**src/core/fdc_status_defs.svh**
```systemverilog
`ifndef FDC_STATUS_DEFS_SVH
`define FDC_STATUS_DEFS_SVH

// ==========================================================================
// First status byte fields
`define ST0_CLASS_HI     7
`define ST0_CLASS_LO     6
`define ST0_SEEK_END     5
`define ST0_TRACK_FAULT  4
`define ST0_UNUSED       3
`define ST0_HEAD         2
`define ST0_UNIT_HI      1
`define ST0_UNIT_LO      0

// ==========================================================================
// Second status byte fields
`define ST1_PAST_END     7
`define ST1_UNUSED_HI    6
`define ST1_CRC          5
`define ST1_LATE         4
`define ST1_UNUSED_LO    3
`define ST1_NO_SECTOR    2
`define ST1_WPROT        1
`define ST1_NO_MARK      0

// ==========================================================================
// Termination classes
`define CLASS_NORMAL     2'h0
`define CLASS_ABNORMAL   2'h1
`define CLASS_INVALID    2'h2
`define CLASS_POLLING    2'h3

// ==========================================================================
// Values and limits
`define STATUS_RESET     8'h00
`define DATA_RESET       8'h00
`define RECAL_STEP_LIMIT 7'h50
`define STEP_CNT_RESET   7'h00
`define FINAL_SECTOR     8'hFF
`define INDEX_LIMIT      2'h2
`define INDEX_CNT_RESET  2'h0
`define SYNC_RESET       3'h0

`endif

```
**src/core/fdc_status_pkg.sv**
```systemverilog
`default_nettype none

package fdc_status_pkg;

  typedef enum logic [3:0] {
    CMD_OTHER         = 4'h0,
    CMD_READ_DATA     = 4'h1,
    CMD_READ_DELETED  = 4'h2,
    CMD_WRITE_DATA    = 4'h3,
    CMD_WRITE_DELETED = 4'h4,
    CMD_READ_TRACK    = 4'h5,
    CMD_READ_ID       = 4'h6,
    CMD_FORMAT_TRACK  = 4'h7,
    CMD_SEEK          = 4'h8,
    CMD_RELATIVE_SEEK = 4'h9,
    CMD_RECALIBRATE   = 4'hA,
    CMD_SENSE_INT     = 4'hB
  } cmd_kind_e;

  typedef enum logic [1:0] {
    PH_IDLE   = 2'b00,
    PH_EXEC   = 2'b01,
    PH_RESULT = 2'b10
  } phase_e;

endpackage

`default_nettype wire

```
**src/core/fdc_result_status_encoder.sv**
```systemverilog
`include "fdc_status_defs.svh"
`default_nettype none

module fdc_result_status_encoder
  import fdc_status_pkg::*;
(
  input  wire logic       clock,
  input  wire logic       nrst,
  input  wire logic       cmd_start,
  input  wire cmd_kind_e  cmd_kind,
  input  wire logic       invalid_cmd,
  input  wire logic       poll_abort,
  input  wire logic       exec_end,
  input  wire logic       step_pulse,
  input  wire logic       seek_done,
  input  wire logic       outward_past_zero,
  input  wire logic       sector_advance,
  input  wire logic [7:0] current_sector,
  input  wire logic       crc_id_fail,
  input  wire logic       crc_data_fail,
  input  wire logic       service_miss,
  input  wire logic       sector_not_found,
  input  wire logic       id_read_fail,
  input  wire logic       track_seq_fail,
  input  wire logic       id_mark_found,
  input  wire logic       data_mark_missing,
  input  wire logic       head_address,
  input  wire logic [1:0] unit_select_bits,
  input  wire logic       home_track_input,
  input  wire logic       index_pulse_input,
  input  wire logic       write_protect_input,
  input  wire logic       transfer_end_input,
  input  wire logic       result_read,
  input  wire logic       result_index,
  output logic [7:0]      result_status_zero,
  output logic [7:0]      result_status_one,
  output logic [7:0]      data_reg,
  output logic            result_ready
);

  // ========================================================================
  // Pin synchronisers
  logic home_level;
  logic index_level;
  logic wprot_level;
  logic tend_level;

  pin_sync3 u_home (
    .clock (clock),
    .nrst  (nrst),
    .pin   (home_track_input),
    .level (home_level)
  );

  pin_sync3 u_index (
    .clock (clock),
    .nrst  (nrst),
    .pin   (index_pulse_input),
    .level (index_level)
  );

  pin_sync3 u_wprot (
    .clock (clock),
    .nrst  (nrst),
    .pin   (write_protect_input),
    .level (wprot_level)
  );

  pin_sync3 u_tend (
    .clock (clock),
    .nrst  (nrst),
    .pin   (transfer_end_input),
    .level (tend_level)
  );

  // ========================================================================
  // Command phase tracking
  phase_e    phase;
  cmd_kind_e cmd;
  logic      in_exec;
  logic      exec_done;
  logic      last_read;

  assign in_exec      = (phase == PH_EXEC);
  assign exec_done    = in_exec && exec_end;
  assign last_read    = (phase == PH_RESULT) && result_read && result_index;
  assign result_ready = (phase == PH_RESULT);

  always_ff @(posedge clock) begin
    if (!nrst) begin
      phase <= PH_IDLE;
    end else begin
      case (phase)
        PH_IDLE: begin
          if (cmd_start) begin
            phase <= PH_EXEC;
          end
        end
        PH_EXEC: begin
          if (exec_end) begin
            phase <= PH_RESULT;
          end
        end
        PH_RESULT: begin
          if (cmd_start) begin
            phase <= PH_EXEC;
          end else if (last_read) begin
            phase <= PH_IDLE;
          end
        end
        default: begin
          phase <= PH_IDLE;
        end
      endcase
    end
  end

  always_ff @(posedge clock) begin
    if (!nrst) begin
      cmd <= CMD_OTHER;
    end else if (cmd_start && !in_exec) begin
      cmd <= cmd_kind;
    end
  end

  // ========================================================================
  // Command groups
  logic is_rw_data;
  logic is_wp_cmd;
  logic is_mark_search;
  logic is_recal;

  assign is_rw_data     = (cmd == CMD_READ_DATA) || (cmd == CMD_WRITE_DATA);
  assign is_wp_cmd      = (cmd == CMD_WRITE_DATA) ||
                          (cmd == CMD_WRITE_DELETED) ||
                          (cmd == CMD_FORMAT_TRACK);
  assign is_mark_search = is_rw_data || (cmd == CMD_READ_DELETED) ||
                          (cmd == CMD_WRITE_DELETED) ||
                          (cmd == CMD_READ_TRACK) || (cmd == CMD_READ_ID);
  assign is_recal       = (cmd == CMD_RECALIBRATE);

  // ========================================================================
  // Recalibrate step counter, saturating at the limit
  logic [6:0] step_cnt;
  logic       recal_fault;

  always_ff @(posedge clock) begin
    if (!nrst) begin
      step_cnt <= `STEP_CNT_RESET;
    end else if (cmd_start && !in_exec) begin
      step_cnt <= `STEP_CNT_RESET;
    end else if (in_exec && is_recal && step_pulse &&
                 step_cnt != `RECAL_STEP_LIMIT) begin
      step_cnt <= step_cnt + 7'h01;
    end
  end

  assign recal_fault = is_recal && (step_cnt == `RECAL_STEP_LIMIT) &&
                       !home_level;

  // ========================================================================
  // Index pulse counter for the ID mark search
  logic       index_prev;
  logic       index_rise;
  logic [1:0] index_cnt;

  always_ff @(posedge clock) begin
    if (!nrst) begin
      index_prev <= 1'b0;
    end else begin
      index_prev <= index_level;
    end
  end

  assign index_rise = index_level && !index_prev;

  always_ff @(posedge clock) begin
    if (!nrst) begin
      index_cnt <= `INDEX_CNT_RESET;
    end else if ((cmd_start && !in_exec) || id_mark_found) begin
      index_cnt <= `INDEX_CNT_RESET;
    end else if (in_exec && is_mark_search && index_rise &&
                 index_cnt != `INDEX_LIMIT) begin
      index_cnt <= index_cnt + 2'h1;
    end
  end

  // ========================================================================
  // Error accumulators; a set in the clearing cycle wins
  logic new_cmd;
  logic flag_track_zero;
  logic flag_past_end;
  logic flag_crc;
  logic flag_late;
  logic flag_no_sector;
  logic flag_wprot;
  logic flag_no_mark;
  logic seen_invalid;
  logic seen_poll;
  logic seen_tend;
  logic seek_pending;
  logic set_no_mark;

  assign new_cmd     = cmd_start && !in_exec;
  assign set_no_mark = in_exec && ((is_mark_search && index_rise &&
                       index_cnt == (`INDEX_LIMIT - 2'h1) &&
                       !id_mark_found) || data_mark_missing);

  always_ff @(posedge clock) begin
    if (!nrst) begin
      flag_track_zero <= 1'b0;
    end else if (in_exec && cmd == CMD_RELATIVE_SEEK &&
                 outward_past_zero) begin
      flag_track_zero <= 1'b1;
    end else if (new_cmd) begin
      flag_track_zero <= 1'b0;
    end
  end

  always_ff @(posedge clock) begin
    if (!nrst) begin
      flag_past_end <= 1'b0;
    end else if (in_exec && sector_advance &&
                 current_sector == `FINAL_SECTOR) begin
      flag_past_end <= 1'b1;
    end else if (new_cmd) begin
      flag_past_end <= 1'b0;
    end
  end

  always_ff @(posedge clock) begin
    if (!nrst) begin
      flag_crc <= 1'b0;
    end else if (in_exec && (crc_id_fail || crc_data_fail)) begin
      flag_crc <= 1'b1;
    end else if (new_cmd) begin
      flag_crc <= 1'b0;
    end
  end

  always_ff @(posedge clock) begin
    if (!nrst) begin
      flag_late <= 1'b0;
    end else if (in_exec && service_miss) begin
      flag_late <= 1'b1;
    end else if (new_cmd) begin
      flag_late <= 1'b0;
    end
  end

  always_ff @(posedge clock) begin
    if (!nrst) begin
      flag_no_sector <= 1'b0;
    end else if (in_exec &&
                 ((sector_not_found && (cmd == CMD_READ_DATA ||
                   cmd == CMD_READ_DELETED)) ||
                  (id_read_fail && cmd == CMD_READ_ID) ||
                  (track_seq_fail && cmd == CMD_READ_TRACK))) begin
      flag_no_sector <= 1'b1;
    end else if (new_cmd) begin
      flag_no_sector <= 1'b0;
    end
  end

  always_ff @(posedge clock) begin
    if (!nrst) begin
      flag_wprot <= 1'b0;
    end else if (in_exec && is_wp_cmd && wprot_level) begin
      flag_wprot <= 1'b1;
    end else if (new_cmd) begin
      flag_wprot <= 1'b0;
    end
  end

  always_ff @(posedge clock) begin
    if (!nrst) begin
      flag_no_mark <= 1'b0;
    end else if (set_no_mark) begin
      flag_no_mark <= 1'b1;
    end else if (new_cmd) begin
      flag_no_mark <= 1'b0;
    end
  end

  always_ff @(posedge clock) begin
    if (!nrst) begin
      seen_invalid <= 1'b0;
      seen_poll    <= 1'b0;
    end else if (new_cmd) begin
      seen_invalid <= invalid_cmd;
      seen_poll    <= poll_abort;
    end else if (in_exec) begin
      seen_invalid <= seen_invalid || invalid_cmd;
      seen_poll    <= seen_poll || poll_abort;
    end
  end

  always_ff @(posedge clock) begin
    if (!nrst) begin
      seen_tend <= 1'b0;
    end else if (in_exec && tend_level) begin
      seen_tend <= 1'b1;
    end else if (new_cmd) begin
      seen_tend <= 1'b0;
    end
  end

  // Seek completion waits here until a sense interrupt reports it
  always_ff @(posedge clock) begin
    if (!nrst) begin
      seek_pending <= 1'b0;
    end else if (seek_done) begin
      seek_pending <= 1'b1;
    end else if (exec_done && cmd == CMD_SENSE_INT) begin
      seek_pending <= 1'b0;
    end
  end

  // ========================================================================
  // Status byte assembly
  logic [7:0] next_status_zero;
  logic [7:0] next_status_one;
  logic       tend_missing;
  logic       any_error;

  assign tend_missing = is_rw_data && !seen_tend && !tend_level;

  always_comb begin
    next_status_one                 = `STATUS_RESET;
    next_status_one[`ST1_PAST_END]  = flag_past_end || tend_missing;
    next_status_one[`ST1_CRC]       = flag_crc;
    next_status_one[`ST1_LATE]      = flag_late;
    next_status_one[`ST1_NO_SECTOR] = flag_no_sector;
    next_status_one[`ST1_WPROT]     = flag_wprot;
    next_status_one[`ST1_NO_MARK]   = flag_no_mark;
  end

  assign any_error = (next_status_one != `STATUS_RESET) ||
                     flag_track_zero || recal_fault;

  always_comb begin
    next_status_zero = `STATUS_RESET;
    if (seen_poll) begin
      next_status_zero[`ST0_CLASS_HI:`ST0_CLASS_LO] = `CLASS_POLLING;
    end else if (seen_invalid) begin
      next_status_zero[`ST0_CLASS_HI:`ST0_CLASS_LO] = `CLASS_INVALID;
    end else if (any_error) begin
      next_status_zero[`ST0_CLASS_HI:`ST0_CLASS_LO] = `CLASS_ABNORMAL;
    end else begin
      next_status_zero[`ST0_CLASS_HI:`ST0_CLASS_LO] = `CLASS_NORMAL;
    end
    next_status_zero[`ST0_SEEK_END]    = seek_pending || seek_done;
    next_status_zero[`ST0_TRACK_FAULT] = flag_track_zero || recal_fault;
    next_status_zero[`ST0_HEAD]        = head_address;
    next_status_zero[`ST0_UNIT_HI:`ST0_UNIT_LO] = unit_select_bits;
  end

  // ========================================================================
  // Captured result bytes, held through the result phase
  always_ff @(posedge clock) begin
    if (!nrst) begin
      result_status_zero <= `STATUS_RESET;
      result_status_one  <= `STATUS_RESET;
    end else if (exec_done) begin
      result_status_zero <= next_status_zero;
      result_status_one  <= next_status_one;
    end
  end

  // ========================================================================
  // Data register read path
  always_ff @(posedge clock) begin
    if (!nrst) begin
      data_reg <= `DATA_RESET;
    end else if (phase == PH_RESULT && result_read) begin
      data_reg <= result_index ? result_status_one
                               : result_status_zero;
    end
  end
endmodule

`default_nettype wire

```
**src/core/pin_sync3.sv**
```systemverilog
`include "fdc_status_defs.svh"
`default_nettype none

// ==========================================================================
// Three-stage pin synchroniser; level follows once stages two and three agree
module pin_sync3 (
  input  wire logic clock,
  input  wire logic nrst,
  input  wire logic pin,
  output logic      level
);

  logic [2:0] stage;

  always_ff @(posedge clock) begin
    if (!nrst) begin
      stage <= `SYNC_RESET;
    end else begin
      stage <= {stage[1:0], pin};
    end
  end

  always_ff @(posedge clock) begin
    if (!nrst) begin
      level <= 1'b0;
    end else if (stage[1] == stage[2]) begin
      level <= stage[2];
    end
  end

endmodule

`default_nettype wire

```
**config.mk**
```make
export PLATFORM = sky130hd
export DESIGN_NAME = fdc_result_status_encoder
export DESIGN_NICKNAME = d
export VERILOG_FILES = /design/src/core/fdc_status_pkg.sv /design/src/core/fdc_result_status_encoder.sv /design/src/core/pin_sync3.sv
export VERILOG_INCLUDE_DIRS = /design/src /design/src/core
export SDC_FILE = /design/constraint.sdc
export NUM_CORES = 1
export LEC_CHECK = 0
export ABC_AREA = 0
export BUFFER_PORTS_ARGS = -buffer_cell sky130_fd_sc_hd__buf_2
export CAP_MARGIN = 20
export CORE_ASPECT_RATIO = 2
export CORE_MARGIN = 1.5
export CORE_UTILIZATION = 40
export CTS_CLUSTER_SIZE = 8
export DETAILED_ROUTE_END_ITERATION = 7
export PLACE_DENSITY_LB_ADDON = 0.1
export SETUP_SLACK_MARGIN = 0.15
export SYNTH_ARGS = -nofsm -noshare
export SYNTH_HDL_FRONTEND = slang
export SYNTH_SLANG_ARGS = --single-unit
```
**constraint.sdc**
```tcl
create_clock -name clock -period 1.8 [get_ports clock]
set_input_delay 0.27 -clock clock [delete_from_list [all_inputs] [get_ports clock]]
set_output_delay 0.27 -clock clock [all_outputs]
set_load 0.05 [all_outputs]
```
After elaboration in Yosys (flattened, before gate mapping)

Index checks and enable logic that the tools add are counted.

Flip-flop bits (word level): 64

Add/subtract/negate cells: 2
Equal/unequal tests: 24
Mux-type cells: 24
Bitwise operators: 1
Reductions and logical operators: 74

Operators with widths:

| operator                                      | count |
|---|---|
| logical AND 1 bit                             | 33 |
| logical OR 1 bit                              | 20 |
| nonzero test 2 bit                            | 10 |
| == test 4 x 3 -> 1 bit, second input constant | 4 |
| two-way mux 1 bit                             | 16 |
| == test 4 bit, second input constant          | 3 |
| two-way mux 2 bit                             | 6 |
| == test 4 x 2 -> 1 bit, second input constant | 2 |
| == test 8 bit, second input constant          | 1 |
| two-way mux 8 bit                             | 1 |
| nonzero test 8 bit                            | 1 |
| adder 7 x 1 -> 7 bit, second input constant   | 1 |
| == test 7 bit, second input constant          | 1 |
| != test 7 bit, second input constant          | 1 |
| zero test 1 bit                               | 6 |
| != test 2 bit, second input constant          | 3 |
| case mux 2 bit (3 select lines)               | 1 |
| == test 1 bit                                 | 4 |
| == test 2 x 1 -> 1 bit, second input constant | 2 |
| == test 4 x 1 -> 1 bit, second input constant | 1 |
| OR reduction 2 bit                            | 2 |
| != test 3 x 2 -> 1 bit, second input constant | 1 |
| AND reduction 3 bit                           | 1 |
| adder 2 x 1 -> 2 bit, second input constant   | 1 |
| 3 further kinds                               | 3 |

Longest topological paths before layout

Depth in word-level cells: 12
Gate-level depth with buffers: 7
Gate-level depth less buffers: 6

By module

From an unflattened synthesis, not the netlist that was laid out.

Cells, all modules: 288
Area, all modules: 2625.0 µm²

Modules (own cells, without submodules):

| module                    | instances | cells an instance | area each (µm²) | sequential area each (µm²) |
|---|---|---|---|---|
| fdc_result_status_encoder | 1         | 248               | 2159.6          | 940.9 |
| pin_sync3                 | 4         | 10                | 116.4           | 80.1 |

Least setup slack after synthesis

Ideal clock, no wire load.

Path kind: register to register
From: register phase[1]
To: register data_reg[1]
Data arrival time: 1.909 ns
Required time: 1.684 ns
Path slack: -0.225 ns
Stages on the path, launching flop included: 6
Path through: dfxtp_1 -> nor2b_1 -> and2_0 -> clkbuf_1 -> nand2_1 -> o211a_1

Cells in the longest elaborated chain, start to end: 2

Ends and longest elaborated chain:

| item                     | line                             | text |
|---|---|---|
| start: declaration       | fdc_result_status_encoder.sv:78  | `phase_e phase;` |
| start signal: assignment | fdc_result_status_encoder.sv:91  | `phase <= PH_IDLE;` |
| start signal: assignment | fdc_result_status_encoder.sv:96  | `phase <= PH_EXEC;` |
| start signal: assignment | fdc_result_status_encoder.sv:101 | `phase <= PH_RESULT;` |
| == test 2 bit            | --                               |  |
| via result_ready         | fdc_result_status_encoder.sv:38  | `output logic result_ready` |
| logical AND 1 bit        | fdc_result_status_encoder.sv:375 | `end else if (phase == PH_RESULT && result_read) begin` |
| end signal: assignment   | fdc_result_status_encoder.sv:374 | `` data_reg <= `DATA_RESET; `` |
| end signal: assignment   | fdc_result_status_encoder.sv:376 | `data_reg <= result_index ? result_status_one` |
| end: declaration         | fdc_result_status_encoder.sv:37  | `output logic [7:0] data_reg,` |

The timed path passes the listed nets, and every way through them passes these cells.
A chain may end at the register's enable or synchronous reset.

Final worst setup path

From: register index_cnt[0]
To: register index_cnt[1]

Cells in the longest elaborated chain, start to end: 2

Ends and longest elaborated chain:

| item                                                                         | line                             | text |
|---|---|---|
| start: declaration                                                           | fdc_result_status_encoder.sv:165 | `logic [1:0] index_cnt;` |
| start signal: assignment                                                     | fdc_result_status_encoder.sv:179 | `` index_cnt <= `INDEX_CNT_RESET; `` |
| start signal: assignment                                                     | fdc_result_status_encoder.sv:181 | `` index_cnt <= `INDEX_CNT_RESET; `` |
| start signal: assignment                                                     | fdc_result_status_encoder.sv:184 | `index_cnt <= index_cnt + 2'h1;` |
| parallel branches: the longest is 2 deep, another holds adder 2 x 1 -> 2 bit | --                               |  |

Several ways; the timed one is not identified.

==> summary.md <==
| Metric | Value |
|---|---|
| Critical Path Source | index_cnt[0]$_SDFFE_PP0P_ |
| Worst VDD drop | 0.6541 mV |
| CTS Root Buffer Type | clkbuf_16 |
| Number of detailed-route iterations in the first pass | 4 |
| Most frequent cells in the layout | dfxtp_1 (59), buf_2 (59), nand2_1 (43), buf_4 (20), a21boi_0 (19) |
| Share of layout cells above drive strength 1 | just over 30% |
| Reg2reg start | index_cnt[0]$_SDFFE_PP0P_ |
| Layout area overhead | 33.48% |
| Filler cell count in the final layout | 630 |
| Antenna cells | 0 |
| Routed WL | 6445 µm |
| Total vias in the final route | between 2,000 and 2,500 |
| Vias in the first global route | 2,194 |
| Crit path required time | 2010 ps |
| Mapped Area | between 2000 and 3000 µm² |
| Top cell type by total area after synthesis | dfxtp_1 |
| Critical path capture point type | flip-flop |
| Die width | 60.43 µm |
| Leakage | between 1.5 and 2 nW |
| Remaining Overflow, GRT | 0 |
| Crit path max fanout | 3 |
| Multi-input gate area | between 1000 and 1500 µm² |
| Cell Pwr Density | 1001 nW/µm² |
| First-pass GRT wire length | 9984 µm |
| Status | complete, no violations |
| Num CTS Buffers | 9 |
| Setup violations, final | 0 |
| Setup Skew | approximately 5.4 ps |
| Post-route DRC | 0 |
| Fmax | approximately 590 MHz |
| Routed vias/inst | between 4 and 5 |
| Flop2flop setup slack | 110 ps |
| Hold EP | index_cnt[0]$_SDFFE_PP0P_ |
| Wire per inst | 14.01 µm |
| Setup WS pre-CTS | 63.59 ps |
| Post-Synthesis Cells | around 290 |
| Post-synthesis sequential area ratio | 47.80% |
| Hold path depth | 2 |
| Htree depth | 3 |
| GRT Total Usage | 19.02% |
| I/O pin count | 64 |
| Final hold slack | between 100 and 150 ps |
| Hold Crit Start | id_mark_found |
| Final net count | a little over 400 |
| Total of max-cap violations | 0 |
| Hold Buf Count CTS | 0 |
| DIE AREA | between 7000 and 8000 µm² |
| Critical path type | flip-flop to flip-flop |
| CTS tree | yes |
| Hold Path Class | primary input to flip-flop |
| Synth cell types | 45 |
| Clock sink total | 63 |
| # port buffers | 59 |
| HPWL after DPL | 4768 µm |
| Slew Limit Fails | 0 |
| Tmin final | 1695 ps |
| Largest net degree at the start of global routing | 23 |
| Critical Path AT | about 1900 ps |
| Initial antenna violation count | 0 |
| Chip height | 117.9 µm |
| Final WS setup | 105.2 ps |
| Reg2reg end | index_cnt[1]$_SDFFE_PP0P_ |
| RD Place Congestion | 0.7988 |
| Clock slew at reported path FFs | 50 ps |
| 1st-iter DRT viols | slightly above 80 |
| #FFs+latches synth | 63 |
| Syn. warnings | 0 |
| R2R depth | 7 |
| Maximum root-to-sink buffer count | 2 |
| Hold Vio Cnt, Final | 0 |
| Final ANT Viol Nets | 0 |
| Startpoint Class | flip-flop |
| Syn_area_per_cell | 9.006 µm² |
| Sequential cell area | between 1000 and 1500 µm² |
| Total power | 3.524 mW |
| Clock latency on the worst-skew pair | around 320 ps |
| Synth top area cells | dfxtp_1 (48%), nand2_1 (6.1%), a21boi_0 (5.4%) |
| Effective utilization at floorplan | 41.48% |
| Core area | 6361 µm² |
| Share of the synthesized area in the top cell type | 47.80% |
| RSZ-0062 raised after global routing | yes |
| Row cnt | 41 |
| Period utilisation layout | between 90 and 100% |
[stage by stage]
stage / instances / setup TNS, ps / util, % / cell area (µm²)
after floorplan: 296 / 0 / - / 2670
after global placement: 437 / 0 / 48.41 / 3079
after detailed placement: 437 / 0 / 48.41 / 3079
after CTS: 457 / 0 / 54.11 / 3442
after global routing: 460 / -29.56 / 55.37 / 3522
final: 460 / 0 / 55.37 / 3522
[cell type report]
cell class	count	area share (%)
clock buffer	13	7.673
clock inverter	3	1.137
inverter	9	0.9591
multi-input combinational	206	38.26
sequential	63	35.95
tap	86	3.055
timing repair buffer	80	12.97
[critical path, stage by stage (launching register included)]
cell and delay, ps:
dfxtp_2 350, inv_2 50, ha_4 150, or3b_4 390, nor4_4 300, buf_4 170, nand2_1 40, nor4b_2 140
[synth_stat cells (all sizes together)]
cell / instances
mux2: 1
nand2: 43
clkbuf: 11
nor4bb: 1
mux2i: 8
o211ai: 1
o21ai: 12
xnor2: 2
buf: 7
a32oi: 1
o211a: 7
ha: 4
nand3b: 3
nand3: 7
and2: 15
and2b: 1
a211o: 1
dfxtp: 63
conb: 1
inv: 9
a22oi: 1
nor3: 6
o41ai: 2
a31oi: 3
nor4: 3
nand4bb: 1
and3b: 1
a21oi: 14
or4: 3
nand2b: 6
or3b: 2
nor2b: 9
nor3b: 2
and3: 1
or3: 2
a21boi: 19
nor2: 13
nand4: 3
o31ai: 2
nor4b: 1
o22ai: 1
[cells by family (layout without fill, tap and decap cells)]
kind of cell	after synthesis	after routing	synth area share, %
buffers and inverters	27	105	5.026
flip-flops	63	63	47.80
XOR/XNOR	2	2	0.6639
AND/OR/NAND/NOR	123	123	24.61
AO/OA/AOI/OAI	64	64	16.41
other	1	4	0.1421
multiplexers	9	9	3.461
adder cells (fa/ha/maj)	4	4	1.897
[layer usage]
metal | part of all wire, % | GRT usage [%]
met3 | 3.8 | 5.604
met2 | 56 | 34.17
met1 | 38 | 19.13
met4 | 1.7 | 8.152
met5 | 0 | 0
[power breakdown]
group / total, mW / internal (mW) / switching, mW / leakage [nW]
sequential: 1.46 / 1.44 / 0.0238 / 0.514
clock: 1.75 / 1.18 / 0.569 / 0.156
combinational: 0.316 / 0.120 / 0.195 / 0.858
[worst max path at each step]
stage / to / cells past startpoint / slack, ps
after floorplan: step_cnt[4]$_SDFFE_PP0P_ / 7 / 100
after global placement: index_cnt[1]$_SDFFE_PP0P_ / 6 / 120
after detailed placement: index_cnt[1]$_SDFFE_PP0P_ / 6 / 60
after CTS: index_cnt[1]$_SDFFE_PP0P_ / 6 / 110
after global routing: index_cnt[1]$_SDFFE_PP0P_ / 6 / -30
final: index_cnt[1]$_SDFFE_PP0P_ / 7 / 110
[repair_timing]
item | 4_1_cts | 5_1_grt
pin swaps | 8 | 5
endpoints found under the setup margin | 6 | 9
gates resized for setup | 3 | 13
setup buffers | 4 | 3
Note: power is estimated with default switching activity, not from simulation.
